===== src/emb_pkg.sv =====
// Package with constants and types for the external memory bus block.
// Summary of operation
// - Data bus floats except during external writes and suspend.
// - Data transfers and strobe only for external accesses.
// - Suspend drives every data line low.
// - Program strobe only on external fetches.
// - Strobe range depends on external select.
// - Low code from internal unless select high.
// - Match output when address equals enabled.
// - Pulse mode gives eight clock pulse.
// - Latched mode holds until write-one clear.
// - Reset clears the whole block.
// - Reset: address low, strobe high, float.
// - Address bus always driven.
// - Address pins mirror internal addresses too.
package emb_pkg;

  // ********************************************************************
  // Widths and address ranges.
  // ********************************************************************
  localparam int ADDR_W = 16;
  localparam int DATA_W = 8;
  // Top of the code range that stays internal unless external select is high.
  localparam logic [ADDR_W-1:0] INT_CODE_TOP = 16'h3fff;
  localparam logic [ADDR_W-1:0] ADDR_ZERO = 16'h0000;
  localparam logic [DATA_W-1:0] DATA_ZERO = 8'h00;

  // ********************************************************************
  // Register map of the plain register port.
  // ********************************************************************
  localparam int REG_AW = 3;
  localparam logic [REG_AW-1:0] OFS_MATCH_ADDR_LO = 3'h0;
  localparam logic [REG_AW-1:0] OFS_MATCH_ADDR_HI = 3'h1;
  localparam logic [REG_AW-1:0] OFS_MATCH_CTRL = 3'h2;
  localparam logic [REG_AW-1:0] OFS_IRQ_STATUS = 3'h3;
  localparam logic [REG_AW-1:0] OFS_IRQ_MASK = 3'h4;
  // Control register fields.
  localparam int BIT_MATCH_FLAG = 0;
  localparam int BIT_MATCH_ENABLE = 1;
  localparam int BIT_PULSE_MODE = 2;
  // Interrupt status fields.
  localparam int BIT_IRQ_MATCH = 0;
  localparam int BIT_IRQ_EXT = 1;
  localparam int IRQ_W = 2;
  localparam logic [IRQ_W-1:0] IRQ_ZERO = 2'h0;

  // ********************************************************************
  // Timing.
  // ********************************************************************
  // Pulse length in core clocks, so its duration scales with the core rate.
  localparam int PULSE_CLOCKS = 8;
  localparam int PCNT_W = 4;
  localparam logic [PCNT_W-1:0] PCNT_LOAD = PCNT_W'(PULSE_CLOCKS);
  localparam logic [PCNT_W-1:0] PCNT_ZERO = 4'h0;
  localparam logic [PCNT_W-1:0] PCNT_ONE = 4'h1;

  // ********************************************************************
  // Types.
  // ********************************************************************
  // One processor bus request from the core.
  typedef struct packed {
    logic valid;
    logic fetch;
    logic write;
    logic [ADDR_W-1:0] addr;
    logic [DATA_W-1:0] wdata;
  } emb_req_t;

  // Register port request.
  typedef struct packed {
    logic wr;
    logic rd;
    logic [REG_AW-1:0] addr;
    logic [DATA_W-1:0] wdata;
  } emb_reg_t;

  // External data pin pair: value and per-line output enable.
  typedef struct packed {
    logic [DATA_W-1:0] dout;
    logic [DATA_W-1:0] doe;
  } emb_dpin_t;

  // Bus cycle states.
  typedef enum logic [2:0] {
    EMB_IDLE = 3'b001,
    EMB_EXT = 3'b010,
    EMB_SUSP = 3'b100
  } emb_state_t;

endpackage : emb_pkg


===== src/emb_bus.sv =====
// External memory bus and address match unit of the embedded core.
`timescale 1ns/1ps
`default_nettype none
module emb_bus
  import emb_pkg::*;
(
  input wire logic clk_sys,
  input wire logic rst,
  input wire emb_pkg::emb_req_t core_req,
  input wire logic suspend,
  input wire logic external_code_select,
  input wire emb_pkg::emb_reg_t reg_req,
  output logic [emb_pkg::DATA_W-1:0] reg_rdata,
  output logic [emb_pkg::DATA_W-1:0] core_rdata,
  output logic core_ext_hit,
  output logic [emb_pkg::ADDR_W-1:0] ext_addr,
  input wire logic [emb_pkg::DATA_W-1:0] ext_data_in,
  output emb_pkg::emb_dpin_t ext_data_pin,
  output logic program_store_strobe_n,
  output logic match_indicator_out,
  output logic irq
);
  import emb_pkg::*;

  // ********************************************************************
  // Decode helpers.
  // ********************************************************************

  // True when a request leaves the chip; data space is always external
  // here, code space depends on the address and the external select.
  function automatic logic is_external(input emb_req_t r, input logic sel);
    if (!r.valid) begin
      is_external = 1'b0;
    end else if (r.fetch) begin
      is_external = sel || (r.addr > INT_CODE_TOP);
    end else begin
      is_external = 1'b1;
    end
  endfunction : is_external

  // ********************************************************************
  // Bus cycle state.
  // ********************************************************************
  emb_state_t state_r, state_nxt; // Current bus phase.
  logic [ADDR_W-1:0] addr_r, addr_nxt; // Address pin register.
  logic strobe_n_r, strobe_n_nxt; // Program strobe register.
  logic [DATA_W-1:0] dout_r, dout_nxt; // Data driven to pins.
  logic doe_r, doe_nxt; // Data output enable.
  logic [DATA_W-1:0] rdata_r, rdata_nxt; // Data captured on reads.
  logic read_r, read_nxt; // Current external cycle is a read.
  logic hit_r, hit_nxt; // One-cycle external completion.
  logic ext_now; // Request targets external space.

  assign ext_now = is_external(core_req, external_code_select);

  // Next-state logic for the bus; each request lasts one clock on pins.
  always_comb begin
    state_nxt = EMB_IDLE;
    addr_nxt = core_req.valid ? core_req.addr : addr_r;
    strobe_n_nxt = 1'b1;
    dout_nxt = DATA_ZERO;
    doe_nxt = 1'b0;
    read_nxt = 1'b0;
    rdata_nxt = rdata_r;
    hit_nxt = 1'b0;
    // A read finishing this clock captures the pins.
    if (state_r == EMB_EXT && read_r) begin
      rdata_nxt = ext_data_in;
    end
    case (state_r)
      // Waking from suspend serves a request in the same clock, so the
      // first access after wake is never lost.
      EMB_IDLE, EMB_EXT, EMB_SUSP: begin
        if (suspend) begin
          state_nxt = EMB_SUSP;
          doe_nxt = 1'b1;
        end else if (ext_now) begin
          state_nxt = EMB_EXT;
          doe_nxt = core_req.write && !core_req.fetch;
          dout_nxt = core_req.wdata;
          read_nxt = !doe_nxt;
          strobe_n_nxt = !core_req.fetch;
        end
        hit_nxt = (state_r == EMB_EXT);
      end
      default: begin
        state_nxt = EMB_IDLE;
      end
    endcase
  end

  // Registers of the bus; reset gives the documented quiet pin states.
  always_ff @(posedge clk_sys or posedge rst) begin
    if (rst) begin
      state_r <= EMB_IDLE;
      addr_r <= ADDR_ZERO;
      strobe_n_r <= 1'b1;
      dout_r <= DATA_ZERO;
      doe_r <= 1'b0;
      read_r <= 1'b0;
      rdata_r <= DATA_ZERO;
      hit_r <= 1'b0;
    end else begin
      state_r <= state_nxt;
      addr_r <= addr_nxt;
      strobe_n_r <= strobe_n_nxt;
      dout_r <= dout_nxt;
      doe_r <= doe_nxt;
      read_r <= read_nxt;
      rdata_r <= rdata_nxt;
      hit_r <= hit_nxt;
    end
  end

  assign ext_addr = addr_r;
  // One driver for the whole pin struct keeps the output variable legal.
  assign ext_data_pin = '{dout: dout_r, doe: {DATA_W{doe_r}}};
  assign program_store_strobe_n = strobe_n_r;
  assign core_rdata = rdata_r;
  assign core_ext_hit = hit_r;

  // ********************************************************************
  // Address match unit and registers.
  // ********************************************************************
  logic [ADDR_W-1:0] match_addr_r, match_addr_nxt; // Match address pair.
  logic enable_r, enable_nxt; // Match enable.
  logic pulse_mode_r, pulse_mode_nxt; // Pulse versus latched mode.
  logic flag_r, flag_nxt; // Sticky match flag.
  logic [PCNT_W-1:0] pcnt_r, pcnt_nxt; // Pulse clocks remaining.
  logic [IRQ_W-1:0] irq_stat_r, irq_stat_nxt; // Interrupt status.
  logic [IRQ_W-1:0] irq_mask_r, irq_mask_nxt; // Interrupt mask.
  logic [DATA_W-1:0] rdata_reg_r, rdata_reg_nxt; // Register read data.
  logic match_out_r, match_out_nxt; // Output pin register.
  logic match_ev; // Address equals match value.
  logic [IRQ_W-1:0] irq_ev; // Interrupt events.
  logic [IRQ_W-1:0] irq_clr; // Write-one-to-clear pattern.

  assign match_ev = enable_r && core_req.valid &&
                    (core_req.addr == match_addr_r);
  assign irq_ev = IRQ_W'({hit_nxt, match_ev});
  assign irq_clr = (reg_req.wr && reg_req.addr == OFS_IRQ_STATUS) ?
                   reg_req.wdata[IRQ_W-1:0] : IRQ_ZERO;

  // Register writes, match flag, pulse counter and reads.
  always_comb begin
    match_addr_nxt = match_addr_r;
    enable_nxt = enable_r;
    pulse_mode_nxt = pulse_mode_r;
    irq_mask_nxt = irq_mask_r;
    flag_nxt = flag_r;
    pcnt_nxt = (pcnt_r != PCNT_ZERO) ? pcnt_r - PCNT_ONE : PCNT_ZERO;
    rdata_reg_nxt = DATA_ZERO;
    if (reg_req.wr) begin
      case (reg_req.addr)
        OFS_MATCH_ADDR_LO: begin
          match_addr_nxt[DATA_W-1:0] = reg_req.wdata;
        end
        OFS_MATCH_ADDR_HI: begin
          match_addr_nxt[ADDR_W-1:DATA_W] = reg_req.wdata;
        end
        OFS_MATCH_CTRL: begin
          enable_nxt = reg_req.wdata[BIT_MATCH_ENABLE];
          pulse_mode_nxt = reg_req.wdata[BIT_PULSE_MODE];
          if (reg_req.wdata[BIT_MATCH_FLAG]) begin
            flag_nxt = 1'b0;
          end
        end
        OFS_IRQ_MASK: begin
          irq_mask_nxt = reg_req.wdata[IRQ_W-1:0];
        end
        default: begin
          // Unmapped or status writes store nothing here.
        end
      endcase
    end
    // A new match wins over a clear in the same clock.
    if (match_ev) begin
      flag_nxt = 1'b1;
      pcnt_nxt = PCNT_LOAD;
    end
    // Status is sticky, set beats write-one clear.
    irq_stat_nxt = (irq_stat_r & ~irq_clr) | irq_ev;
    // Pulse mode follows the counter; latched mode follows the flag.
    match_out_nxt = pulse_mode_nxt ? (pcnt_nxt != PCNT_ZERO) : flag_nxt;
    if (reg_req.rd) begin
      case (reg_req.addr)
        OFS_MATCH_ADDR_LO: rdata_reg_nxt = match_addr_r[DATA_W-1:0];
        OFS_MATCH_ADDR_HI: rdata_reg_nxt = match_addr_r[ADDR_W-1:DATA_W];
        OFS_MATCH_CTRL: begin
          rdata_reg_nxt[BIT_MATCH_FLAG] = flag_r;
          rdata_reg_nxt[BIT_MATCH_ENABLE] = enable_r;
          rdata_reg_nxt[BIT_PULSE_MODE] = pulse_mode_r;
        end
        OFS_IRQ_STATUS: rdata_reg_nxt[IRQ_W-1:0] = irq_stat_r;
        OFS_IRQ_MASK: rdata_reg_nxt[IRQ_W-1:0] = irq_mask_r;
        default: rdata_reg_nxt = DATA_ZERO;
      endcase
    end
  end

  // Registers of the match unit; output stays low through reset.
  always_ff @(posedge clk_sys or posedge rst) begin
    if (rst) begin
      match_addr_r <= ADDR_ZERO;
      enable_r <= 1'b0;
      pulse_mode_r <= 1'b0;
      flag_r <= 1'b0;
      pcnt_r <= PCNT_ZERO;
      irq_stat_r <= IRQ_ZERO;
      irq_mask_r <= IRQ_ZERO;
      rdata_reg_r <= DATA_ZERO;
      match_out_r <= 1'b0;
    end else begin
      match_addr_r <= match_addr_nxt;
      enable_r <= enable_nxt;
      pulse_mode_r <= pulse_mode_nxt;
      flag_r <= flag_nxt;
      pcnt_r <= pcnt_nxt;
      irq_stat_r <= irq_stat_nxt;
      irq_mask_r <= irq_mask_nxt;
      rdata_reg_r <= rdata_reg_nxt;
      match_out_r <= match_out_nxt;
    end
  end

  assign reg_rdata = rdata_reg_r;
  assign match_indicator_out = match_out_r;
  // Level interrupt while any unmasked status bit is set.
  assign irq = |(irq_stat_r & irq_mask_r);

endmodule : emb_bus
`default_nettype wire


===== config.mk =====
export PLATFORM = sky130hd
export DESIGN_NAME = emb_bus
export DESIGN_NICKNAME = d
export VERILOG_FILES = /design/src/emb_pkg.sv /design/src/emb_bus.sv
export SDC_FILE = /design/constraint.sdc
export NUM_CORES = 1
export LEC_CHECK = 0
export BUFFER_PORTS_ARGS = -buffer_cell sky130_fd_sc_hd__buf_4
export CELL_PAD_IN_SITES_DETAIL_PLACEMENT = 0
export CELL_PAD_IN_SITES_GLOBAL_PLACEMENT = 1
export CORE_MARGIN = 3
export CORE_UTILIZATION = 44
export CTS_BUF_LIST = sky130_fd_sc_hd__clkbuf_4
export CTS_CLUSTER_DIAMETER = 50
export DETAILED_ROUTE_END_ITERATION = 10
export PLACE_DENSITY = 0.95
export SLEW_MARGIN = 25
export SYNTH_ARGS = -nofsm -noshare
export SYNTH_HDL_FRONTEND = slang
export SYNTH_SLANG_ARGS = --single-unit

===== constraint.sdc =====
create_clock -name clk_sys -period 4.5 [get_ports clk_sys]
set_input_delay 0.45 -clock clk_sys [delete_from_list [all_inputs] [get_ports clk_sys]]
set_output_delay 0.45 -clock clk_sys [all_outputs]
set_load 0.005 [all_outputs]

-- Word-level counts from Yosys, hierarchy flattened
Index checks and enable logic that the tools add are counted.
- reductions and logical operators: 17
- bitwise operators: 4
- multiplexer cells: 32
- order comparisons: 1
- add/sub/neg operators: 1
- eq/ne operators: 8
- operators with widths (cell ; number):
    $mux 8 ; 4
    $mux 1 ; 19
    $eq 16x16->1 ; 1
    $gt 16x14->1 const B ; 1
    $pmux 2 s5 ; 1
    $pmux 5 s2 ; 1
    $eq 3x2->1 const B ; 3
    $mux 4 ; 2
    $reduce_and 2->1 ; 4
    $reduce_bool 4->1 ; 2
    $eq 3x1->1 const B ; 2
    $eq 3x3->1 const B ; 2
    $mux 3 ; 2
    $logic_and 1x1->1 ; 5
    $and 2x2->2 ; 2
    $mux 2 ; 2
    $sub 4x1->4 const B ; 1
    $logic_not 3->1 ; 1
    $pmux 1 s3 ; 1
    $reduce_or 3->1 ; 1
    $logic_not 1->1 ; 2
    $not 2->2 ; 1
    $or 2x2->2 ; 1
    $reduce_or 2->1 ; 1
    $logic_or 1x1->1 ; 1
- input bits: 52
- register bits after elaboration: 75
- word-level logic and storage cells: 81

-- Longest topological paths before layout
- word-level depth: 7
- depth in mapped cells: 6
- depth with buffers taken out: 6

-- Least setup slack after synthesis
OpenSTA, ideal clock, no wires.
- path kind: input port to flip-flop
- start point: input port core_req[13] (netlist bit)
- end point: register pcnt_r[0]
- slack: 2.662 ns
- data required time: 4.380 ns
- setup time: 0.120 ns
- path buffers: 1
- arrival: 1.718 ns
- cell stages on the path: 6
- cell sequence: xor2_1 -> nor4_1 -> nand4_1 -> or4_1 -> buf_2 -> and3_1
- longest elaborated chain between the ends: 3
- RTL lines (what ; line ; source):
    start, declared ; emb_bus.sv:9 ; input wire emb_pkg::emb_req_t core_req,
    $eq 16x16->1 ; emb_bus.sv:139 ; (core_req.addr == match_addr_r);
    $logic_and 1x1->1 ; emb_bus.sv:138 ; assign match_ev = enable_r && core_req.valid &&
    $mux 4 ; emb_bus.sv:177 ; if (match_ev) begin
    net pcnt_nxt[0] ; emb_bus.sv:129 ; logic [PCNT_W-1:0] pcnt_r, pcnt_nxt;
    end signal, assigned ; emb_bus.sv:218 ; pcnt_r <= pcnt_nxt;
    end, declared ; emb_bus.sv:129 ;
The timed path passes the listed nets, and every way through them passes these cells.
A chain may end at the register's enable or synchronous reset.

-- Worst setup path in the final report
- start point: register match_addr_r[5]
- end point: register pcnt_r[0]
- longest elaborated chain between the ends: 3
- RTL lines (what ; line ; source):
    start, declared ; emb_bus.sv:125 ; logic [ADDR_W-1:0] match_addr_r, match_addr_nxt;
    start signal, assigned ; emb_bus.sv:214 ; match_addr_r <= match_addr_nxt;
    $eq 16x16->1 ; emb_bus.sv:139 ;
    $logic_and 1x1->1 ; emb_bus.sv:138 ;
    $mux 4 ; emb_bus.sv:177 ;
    net pcnt_nxt[0] ; emb_bus.sv:129 ;
The timed path passes the listed nets, and every way through them passes these cells.

==> impl_metrics.csv <==
group,metric,value,unit
run_status,status,"finished clean",
critical_path,timing.critical_path.cells,"xor2_1, nor4_1, nand4_1, or4_1, and3_1",
cells_and_area,design.final.nets,400,
clocking,clock_insertion_delay_worst_skew,0.41,ns
detailed_routing,drt-wirelength-per-cell,15.4,um
clocking,cts-root-buf,"sky130_fd_sc_hd__clkbuf_4",
timing,final.setup.worst_slack,2.50,ns
cells_and_area,design_area,4180,um2
critical_path,rrSetupSlack,2.50,ns
critical_path,reg2reg_to,"pcnt_r[0]",
timing,timing.slew.headroom,0.364,
critical_path,critical_path_required,4.81,ns
synth,syn-mean-instance-area,12.9,um2
placement,dp_slack,2.39,ns
grt,grt_first_pass_wirelength,11300,um
detailed_routing,ant_nets,0,
min_path,class_of_the_tightest_hold_or_removal_check,"input pin to async pin",
critical_path,critical_path.max_stage_delay,0.64,ns
floorplanning,die_height,91.3,um
detailed_routing,vias_per_cell,4.91,
grt,grt.overflow.total,0,
timing,fmaxAchievable,501,MHz
critical_path,origin_of_the_critical_flop_to_flop_path,"match_addr_r[5]",
power,peakVddDrop,188,uV
power,leakage_power_total,2.04,nW
synth,postSynthRegisterBits,75,
grt,groute.usage.overall,0.174,
synth,ys.flop_type,"sky130_fd_sc_hd__dfrtp_1",
synth,async_flop_share,1.00,
clocking,total_number_of_h_tree_levels,3,
clocking,cts_tree,"done",
floorplanning,floorplan_die_width,91.3,um
critical_path,critical_path_arrival,2.30,ns
floorplanning,core_region_area,6910,um2
floorplanning,initial_core_util,0.463,
synth,synth-warning-count,0,
clocking,holdBufCountCts,0,
floorplanning,area_of_the_die,8330,um2
timing,number_of_setup_violations_in_the_final_report,0,
detailed_routing,via_count,2195,
critical_path,r2r.worst_path.cells,5,
critical_path,critical_path.max_fanout,7,
synth,synth-edff-count,0,
clocking,cts_max_path_buffers,2,
critical_path,worstSetupStartpointType,"flop",
synth,postSynthCellCount,248,
timing,fin_worst_hold_slack,0.167,ns
placement,placed_area,4010,um2
timing,finalHoldViolations,0,
grt,first_global_vias,2285,
detailed_routing,route.final.wire_length,6900,um
placement,hpwlAfterDp,5080,um
synth,syn_nets,301,
floorplanning,rows,30,
clocking,path_clk_slew,0.12,ns
timing,layout_min_cycle_time,2.00,ns
clocking,post-cts-setup-buffers,0,
timing,finalCritPeriodShare,0.444,
cells_and_area,number_of_diodes,0,
timing,worstMarginPinSlew,0.946,ns
placement,global_placement_routability_congestion,0.793,
timing,setup_repair_after_global_routing_missed_its_margin,"false",
detailed_routing,starting_drc_count_in_detailed_routing,86,
clocking,tritoncts.num_buffers,9,
grt,grt_max_degree,51,
cells_and_area,filler_cells_inserted,590,
timing,finalMaxSlewViolations,0,
timing,finalSetupTns,0,ns
synth,ys_seq_area_frac,0.588,
clocking,cts_repair_resize_count,0,
critical_path,critical-path-slowest-cell,"sky130_fd_sc_hd__or4_1",
critical_path,worstSetupPathType,"flop to flop",
cells_and_area,syn_to_final_growth,30.7,%
synth,synthesis.area,3200,um2
grt,antenna_violations_before_repair,0,
critical_path,critPathCaptureType,"flop",
timing,skew,0.0102,ns
cells_and_area,drive_above_1_share,0.481,
detailed_routing,drcViolationCount,0,
clocking,clock-sinks,75,
power,power_density,464,nW/um2
detailed_routing,drt_pass_1_iters,5,
floorplanning,boundaryPins,104,
run,cap_viol_max_count,0,
synth,synth_cell_types,38,
placement,port_buffers,103,
## stage by stage
stage,std cells,power [mW],utilization
CTS,447,1.96,0.605
global placement,432,1.44,0.580
finish,447,1.94,0.605
detailed placement,432,1.46,0.580
floorplan,248,1.24,-
global route,447,2.05,0.605
## metal layers
metal	up-vias	GRT usage	wire [um]
met1	1066	0.211	2860
met3	13	0.0423	300
met5	-	0	0
met2	64	0.295	3620
met4	0	0.0716	119
li1	1052	-	-
## registers in the layout, indices dropped and copies added, names as in the netlist
register and cells:
match_addr_r 16, irq_stat_r 2, reg_rdata 8, flag_r 1
match_indicator_out 1, read_r 1, pulse_mode_r 1, ext_addr 16
enable_r 1, state_r 3, irq_mask_r 2, doe_r 1
core_rdata 8, program_store_strobe_n 1, core_ext_hit 1, pcnt_r 4
dout_r 8
## area by class of cell
class,count,area (um2),share of cell area
clock buffers,9,67.6,0.0162
clock inverters,6,105,0.0251
inverters,7,27.5,0.00659
multi-input cells,150,1200,0.287
flip-flops and latches,75,1880,0.450
well taps,96,120,0.0287
repair buffers,104,781,0.187
## cell usage after synthesis (2+ instances only)
| cell type | number | area share |
|---|---|---|
| sky130_fd_sc_hd__nand4_1 | 5 | 0.0098 |
| sky130_fd_sc_hd__o22ai_1 | 2 | 0.0039 |
| sky130_fd_sc_hd__nor3b_1 | 2 | 0.0047 |
| sky130_fd_sc_hd__mux2i_1 | 6 | 0.019 |
| sky130_fd_sc_hd__xnor2_1 | 12 | 0.033 |
| sky130_fd_sc_hd__a22oi_1 | 4 | 0.0094 |
| sky130_fd_sc_hd__nor3_1 | 2 | 0.0031 |
| sky130_fd_sc_hd__or3_1 | 2 | 0.0039 |
| sky130_fd_sc_hd__buf_2 | 3 | 0.0047 |
| sky130_fd_sc_hd__inv_1 | 7 | 0.0082 |
| sky130_fd_sc_hd__dfrtp_1 | 73 | 0.57 |
| sky130_fd_sc_hd__o21ai_0 | 4 | 0.0063 |
| sky130_fd_sc_hd__clkbuf_1 | 4 | 0.0047 |
| sky130_fd_sc_hd__a21o_1 | 2 | 0.0047 |
| sky130_fd_sc_hd__nor4_1 | 2 | 0.0039 |
| sky130_fd_sc_hd__nor2b_1 | 3 | 0.0059 |
| sky130_fd_sc_hd__and2_1 | 12 | 0.023 |
| sky130_fd_sc_hd__a21oi_1 | 2 | 0.0031 |
| sky130_fd_sc_hd__mux2_2 | 46 | 0.16 |
| sky130_fd_sc_hd__and3_1 | 2 | 0.0039 |
| sky130_fd_sc_hd__buf_4 | 8 | 0.019 |
| sky130_fd_sc_hd__nand2_1 | 12 | 0.014 |
| sky130_fd_sc_hd__dfstp_2 | 2 | 0.016 |
| sky130_fd_sc_hd__nor2_1 | 12 | 0.014 |
| sky130_fd_sc_hd__nand3_1 | 2 | 0.0031 |
| sky130_fd_sc_hd__xor2_1 | 5 | 0.014 |
## power breakdown
group	internal, mW	switching (mW)	total, mW
logic	0.319	0.202	0.521
registers	0.821	0.101	0.923
clock network	0.276	0.222	0.497
## worst max path at each step
stage,to,from,cells after the start,slack [ns]
floorplan,core_ext_hit,rst,1,2.14
global placement,pcnt_r[0],core_req[13],6,2.44
detailed placement,pcnt_r[0],core_req[13],6,2.39
CTS,pcnt_r[0],match_addr_r[5],5,2.50
global route,dout_r[5],state_r[1],4,2.37
finish,pcnt_r[0],match_addr_r[5],5,2.50
## cell families after synthesis
group / Yosys count / share of synthesized area
fa+ha+maj: 2 / 0.00704
xor+xnor: 17 / 0.0466
buf+inv: 23 / 0.0376
mux: 52 / 0.181
flops: 75 / 0.588
simple gates: 61 / 0.103
compound gates: 18 / 0.0372
## critical path, delay by kind of cell (launching register included)
kind                      cells  cell delay (ns)
DFF                           1             0.43
xor gates and xnor gates      1             0.17
and+or+nand+nor               4             1.30
## cells in the final DEF (no fill, tap or decap), drive strengths merged, types with 3 or more instances in the layout
master  instances
nor2b           3
bufinv          3
nand4           5
xnor2          12
mux2i           6
nor2           12
xor2            5
and2           12
buf           104
clkinv          4
o21ai           4
inv             6
a22oi           4
nand2          12
clkbuf          9
mux2           46
dfrtp          73
(Power assumes the default switching activity.)
